[config.mk]
export PLATFORM = sky130hd
export DESIGN_NAME = rhs_stall_unit
export DESIGN_NICKNAME = d
export VERILOG_FILES = /design/src/core/rhs_pkg.sv /design/src/core/rhs_alias_match.sv /design/src/core/rhs_stall_unit.sv
export VERILOG_INCLUDE_DIRS = /design/src /design/src/core
export SDC_FILE = /design/constraint.sdc
export NUM_CORES = 1
export LEC_CHECK = 0
export BUFFER_PORTS_ARGS = -buffer_cell sky130_fd_sc_hd__buf_4
export CORE_AREA = 4 4 41 43
export CTS_BUF_LIST = sky130_fd_sc_hd__clkbuf_4
export DETAILED_ROUTE_END_ITERATION = 10
export DIE_AREA = 0 0 45 47
export PLACE_DENSITY_LB_ADDON = 0.3
export SLEW_MARGIN = 20
export SYNTH_ARGS = -nofsm -noshare
export SYNTH_HDL_FRONTEND = slang
export SYNTH_SLANG_ARGS = --single-unit
export TNS_END_PERCENT = 20
[constraint.sdc]
create_clock -name i_sys_clk -period 1.1 [get_ports i_sys_clk]
set_clock_uncertainty 0.2 [all_clocks]
set_input_delay 0.055 -clock i_sys_clk [delete_from_list [all_inputs] [get_ports i_sys_clk]]
set_output_delay 0.055 -clock i_sys_clk [all_outputs]
set_load 0.05 [all_outputs]
[src/core/rhs_regs.svh]
`ifndef RHS_REGS_SVH
`define RHS_REGS_SVH

// working register file geometry
`define RHS_WREG_COUNT     16
`define RHS_WREG_SEL_W     4
`define RHS_ADDR_W         16
// data-space byte address of working register 0; each takes two bytes
`define RHS_WREG_MAP_BASE  16'h0000
`define RHS_WREG_MAP_STEP  16'h0002
// stall length in instruction cycles
`define RHS_STALL_CYCLES   2'h1

`endif

[src/core/rhs_pkg.sv]
package rhs_pkg;

  // addressing mode of one operand as seen by the hazard logic
  typedef enum logic [1:0] {
    RHS_MODE_NONE,
    RHS_MODE_DIRECT,
    RHS_MODE_IND,
    RHS_MODE_IND_MOD
  } rhs_mode_t;

endpackage

[src/core/rhs_alias_match.sv]
`timescale 1ns/1ps
`default_nettype none
`include "rhs_regs.svh"

// flags a destination address that lands on the mapped working register
module rhs_alias_match
  import rhs_pkg::*;
(
  input  wire logic [`RHS_ADDR_W-1:0]    i_addr,
  input  wire logic [`RHS_WREG_SEL_W-1:0] i_sel,
  output logic                           o_hit
);

  logic [`RHS_WREG_COUNT-1:0] hit_vec;

  // one comparator per mapped register, then pick the selected one
  genvar g;
  generate
    for (g = 0; g < `RHS_WREG_COUNT; g = g + 1) begin : g_map
      localparam logic [`RHS_ADDR_W-1:0] MAP_ADDR =
        `RHS_WREG_MAP_BASE + `RHS_WREG_MAP_STEP * 16'(g);
      // word compare; byte writes to the odd half still alias
      assign hit_vec[g] = (i_addr[`RHS_ADDR_W-1:1] ==
                           MAP_ADDR[`RHS_ADDR_W-1:1]);
    end
  endgenerate

  assign o_hit = hit_vec[i_sel];

endmodule
`default_nettype wire

[src/core/rhs_stall_unit.sv]
//
// Functional notes
// - address generation and access take one cycle each
// - compare current destination with prefetched source register
// - no stall when destination leaves register unchanged
// - no stall when source computes no address
// - otherwise insert exactly one stall cycle
// - direct write then direct read: no stall
// - direct write then indirect read: stall
// - plain indirect write, no alias: no stall
// - indirect write aliasing register, indirect read: stall
// - modified indirect write then direct read: no stall
// - modified indirect write then indirect read: stall
// - stall: write completes, no access, no fetch, no increment
// - stall precedes the following instruction's execution
// - repeat loop compares same instruction against itself
`timescale 1ns/1ps
`default_nettype none
`include "rhs_regs.svh"

module rhs_stall_unit
  import rhs_pkg::*;
(
  input  wire logic                       i_sys_clk,
  input  wire logic                       i_rst_b,
  // one pulse per instruction cycle boundary from the sequencer
  input  wire logic                       i_cyc_adv,
  // executing instruction destination
  input  wire logic                       i_dst_valid,
  input  wire logic [`RHS_WREG_SEL_W-1:0] i_dst_wreg,
  input  wire rhs_mode_t                  i_dst_mode,
  input  wire logic [`RHS_ADDR_W-1:0]     i_dst_effective_address,
  // prefetched instruction source
  input  wire logic                       i_src_valid,
  input  wire logic [`RHS_WREG_SEL_W-1:0] i_src_wreg,
  input  wire rhs_mode_t                  i_src_mode,
  // single-instruction repeat loop active
  input  wire logic                       i_repeat_active,
  // stall outputs
  output logic                            o_stall,
  output logic                            o_data_access_en,
  output logic                            o_pc_inc_en,
  output logic                            o_fetch_en,
  output logic                            o_wb_en,
  output logic                            o_stall_owner_next
);

  ////////////////////////////////////////////////////////////////////////
  // hazard classification

  logic      alias_hit;
  logic      same_reg;
  logic      dst_changes_reg;
  logic      src_uses_ea;
  logic      hazard;
  logic [`RHS_WREG_SEL_W-1:0] src_sel;
  rhs_mode_t src_mode;

  // in a repeat loop the prefetch slot holds the same instruction
  always_comb begin
    src_sel  = i_src_wreg;
    src_mode = i_src_mode;
    if (i_repeat_active) begin
      src_sel  = i_src_wreg;
      src_mode = i_src_mode;
    end
  end

  rhs_alias_match u_alias (
    .i_addr (i_dst_effective_address),
    .i_sel  (i_dst_wreg),
    .o_hit  (alias_hit)
  );

  // register identity check across the instruction boundary
  assign same_reg = i_dst_valid && i_src_valid &&
                    (i_dst_wreg == src_sel);

  // does the destination write alter the register contents?
  always_comb begin
    dst_changes_reg = 1'b0;
    case (i_dst_mode)
      RHS_MODE_DIRECT:  dst_changes_reg = 1'b1;
      RHS_MODE_IND:     dst_changes_reg = alias_hit;
      RHS_MODE_IND_MOD: dst_changes_reg = 1'b1;
      default:          dst_changes_reg = 1'b0;
    endcase
  end

  // only address-forming reads need the fresh value
  always_comb begin
    src_uses_ea = 1'b0;
    case (src_mode)
      RHS_MODE_IND:     src_uses_ea = 1'b1;
      RHS_MODE_IND_MOD: src_uses_ea = 1'b1;
      default:          src_uses_ea = 1'b0;
    endcase
  end

  // both exemptions must fail to stall
  assign hazard = same_reg && dst_changes_reg && src_uses_ea;

  ////////////////////////////////////////////////////////////////////////
  // stall sequencing

  typedef enum logic {
    RHS_ST_RUN,
    RHS_ST_STALL
  } rhs_state_t;

  rhs_state_t state_q;
  rhs_state_t state_d;
  logic [1:0] cnt_q;
  logic [1:0] cnt_d;

  // check sampled at each boundary outside a stall; stall lasts one instruction cycle
  always_comb begin
    state_d = state_q;
    cnt_d   = cnt_q;
    case (state_q)
      RHS_ST_RUN: begin
        if (i_cyc_adv && hazard) begin
          state_d = RHS_ST_STALL;
          cnt_d   = `RHS_STALL_CYCLES;
        end
      end
      RHS_ST_STALL: begin
        if (i_cyc_adv) begin
          cnt_d = cnt_q - 2'h1;
          if (cnt_q == 2'h1) begin
            state_d = RHS_ST_RUN;
          end
        end
      end
      default: state_d = RHS_ST_RUN;
    endcase
  end

  // outputs registered so they line up with the stalled cycle
  logic stall_d;
  assign stall_d = (state_d == RHS_ST_STALL);

  always_ff @(posedge i_sys_clk) begin
    if (!i_rst_b) begin
      state_q            <= RHS_ST_RUN;
      cnt_q              <= 2'h0;
      o_stall            <= 1'b0;
      o_data_access_en   <= 1'b1;
      o_pc_inc_en        <= 1'b1;
      o_fetch_en         <= 1'b1;
      o_wb_en            <= 1'b1;
      o_stall_owner_next <= 1'b0;
    end else begin
      state_q            <= state_d;
      cnt_q              <= cnt_d;
      o_stall            <= stall_d;
      o_data_access_en   <= !stall_d;
      o_pc_inc_en        <= !stall_d;
      o_fetch_en         <= !stall_d;
      o_wb_en            <= 1'b1;     // pending write always finishes
      o_stall_owner_next <= stall_d;
    end
  end

endmodule
`default_nettype wire

==> implementation parameters <==
Parameter                              Value

Outcome
  Run status    finished with violations
  Violated checks    negative hold slack, negative setup slack

Timing
  Number of slew-limit violations in the final report    0
  Count of endpoints failing setup in the final report    1
  Period utilisation layout    109%
  Fmax achieved    838 MHz
  Final Hold Viols    3
  Final setup margin    -93.8 ps
  RSZ-0062 raised after global routing    true
  Final critical delay including setup and external delays    1190 ps
  Worst hold slack    -50.1 ps

Setup path
  Worst setup EP type    flip-flop
  CP max FO    2
  WP data arrival    1110 ps
  Category of the critical setup timing path    reg2reg
  Critical path launch point type    flip-flop
  Data required time of the critical path    1010 ps

Place
  Worst setup slack after placement    -161 ps
  Post-DP HPWL    983 um
  Post-Place Cells    92
  Post-placement cell area    669 um2
  Number of buffers added on ports    35
  Weighted congestion reported at the end of routability-driven placement    0.714

Power
  Standby leakage power    0.307 nW
  Worst vdd ir    0.518 mV
  Power per cell area    821 nW/um2

Layout
  Commonest cells after routing, fill and taps aside    sky130_fd_sc_hd__buf_4 (35), sky130_fd_sc_hd__xnor2_1 (8), sky130_fd_sc_hd__nand3b_1 (4), sky130_fd_sc_hd__clkbuf_4 (4)
  Area of the multi-input gates    305 um2
  Number of fill cells    126
  Most common library cell in the layout ignoring fill and taps    sky130_fd_sc_hd__buf_4
  Share of layout cells above drive strength 1    63.4%
  Number of nets in the finished design    118
  Non-filler cells in the finished layout    97
  FF+latch area    87.6 um2
  ANT cells    0
  Area delta synth->final    78.8%
  Fin util    55.2%
  Fin area    718 um2

Synthesis
  Summed instance area of the synthesized netlist    402 um2
  Post-synthesis instance total    47
  #FFs+latches synth    4
  Primary FF master, synth    sky130_fd_sc_hd__dfxtp_1
  Combinational family with the most area after synthesis    simple AND/OR/NAND/NOR gates
  Number of distinct library cells after synthesis    25
  Xor-xnor portion of the synthesized cell area    17.4%
  Share of the yosys chip area belonging to registers    19.9%
  Cell types occupying the most area after synthesis    sky130_fd_sc_hd__dfxtp_1 (20%), sky130_fd_sc_hd__xnor2_1 (17%), sky130_fd_sc_hd__buf_4 (7.5%)
  Synthesized-area fraction occupied by ao, oa, aoi and oai cells    15.9%
  Synth top area share    19.9%
  Yosys synthesis warning count    0
  Number of nets in the synthesized netlist    82
  Post-synthesis async set-or-reset flop share    0%
  Leading area contributor after synthesis    sky130_fd_sc_hd__dfxtp_1
  Number of synthesized flops with an enable pin    0
  Adder-cell area share of the yosys netlist    3.12%
  Share of cell area taken by muxes after synthesis    0%
  Average cell area after synthesis    8.55 um2
  Area share of and/or/nand/nor cells after synthesis    33.3%

Route
  Wirelength per Cell    11.7 um
  Router iterations before antenna repair    4
  Via total after detailed routing    465
  Initial DRC Count    5
  Vias per cell    4.79
  Aggregate routed wire length    1.14 mm
  Total DRC errors in the routed layout    0
  Post-route ant nets    0

Floorplanning
  Total die area    2120 um2
  # IOs    40
  Placement row count    13
  Effective utilization at floorplan    30.9%
  Die height    47 um
  Die extent in x    45 um
  Placeable Area    1300 um2

GRT
  Initial antenna violation count    0
  Largest net degree at the start of global routing    10
  First-pass GRT wire length    1.83 mm
  Number of global-route vias before repair    458
  Global router's overall resource usage    12.1%
  Aggregate global routing overflow    0

Clock tree
  Number of buffers inserted to repair setup after CTS    0
  Longest Clk Path Bufs    2
  Clk_lat worst skew    250 ps
  Clock root buffer    sky130_fd_sc_hd__clkbuf_4
  Inserted Clock Buffers    3
  Clock transition at the registers of the reported paths    40 ps
  Sink count of the clock tree    4
  Clock tree from TritonCTS    built
  CTS H-Tree Depth    1

Worst hold path
  Worst min-delay path class    in2reg

Job
  Max Cap Violations    0
[stage by stage]
step | hold WS [ps] | TNS [ps] | power, W
5_1_grt | -33.6 | -213 | 0.000632
2_1_floorplan | 67.3 | -78.4 | 0.000246
3_3_place_gp | 141 | -467 | 0.000345
6_report | -50.1 | -93.8 | 0.000589
3_5_place_dp | 145 | -526 | 0.000348
4_1_cts | -115 | -91.7 | 0.000599
[flip-flops by register name (all words and copies together) (netlist names)]
signal,flops
cnt_q,2
state_q,1
o_fetch_en,1
[repair_timing]
action,CTS,global route
pin swaps,2,1
endpoints found under the hold margin,4,4
setup endpoints to repair,2,5
resized for setup,2,0
[where the power goes]
part | total [W] | internal, W | switching, W
registers | 0.000160 | 0.000153 | 0.00000699
logic | 0.000193 | 0.000117 | 0.0000764
clock network | 0.000236 | 0.000162 | 0.0000742
[layout make-up]
class                   count  share of cell area [%]
flip-flops and latches      4                    12.2
well taps                  15                    2.61
multi-input cells          37                    42.5
repair buffers             36                    38.0
clock buffers               4                    4.18
inverters                   1                   0.523
[worst paths after layout]
kind | start | endpoint | slack (ps) | cells past startpoint
worst max-delay path | cnt_q[1]$_SDFFE_PN0P_ | cnt_q[1]$_SDFFE_PN0P_ | -90 | 6
worst min-delay path | i_dst_mode[0] | cnt_q[0]$_SDFFE_PN0P_ | -50 | 3
worst max register to register | cnt_q[1]$_SDFFE_PN0P_ | cnt_q[1]$_SDFFE_PN0P_ | -90 | 6
worst min register to register | cnt_q[1]$_SDFFE_PN0P_ | cnt_q[1]$_SDFFE_PN0P_ | 350 | 2
[critical path, cell delays in order (launching register included)]
cell,delay [ps]
sky130_fd_sc_hd__dfxtp_2,330
sky130_fd_sc_hd__inv_2,50
sky130_fd_sc_hd__ha_4,230
sky130_fd_sc_hd__nand3_2,60
sky130_fd_sc_hd__o21ai_1,50
sky130_fd_sc_hd__nand2_1,60
sky130_fd_sc_hd__o211ai_1,80
[logic make-up after synthesis]
| family | Yosys count |
|---|---|
| adder cells (fa/ha/maj) | 1 |
| XOR/XNOR | 8 |
| AO/OA/AOI/OAI | 8 |
| other | 1 |
| buffers and inverters | 6 |
| AND/OR/NAND/NOR | 19 |
| flip-flops | 4 |
[synth_stat cells (all sizes together) (2+ instances only)]
cell    count
xnor2       8
buf         4
dfxtp       4
nand3       4
nand3b      4
nand2       2
nand4       2
nor4        2
o21bai      2
[routing by layer]
layer,global-route usage [%],up-vias,routed length [um]
met2,20.9,15,649
li1,-,238,-
met3,6.51,2,72
met4,4.68,0,19
met5,0,-,0
met1,12.2,210,396
(Power assumes the default switching activity.)
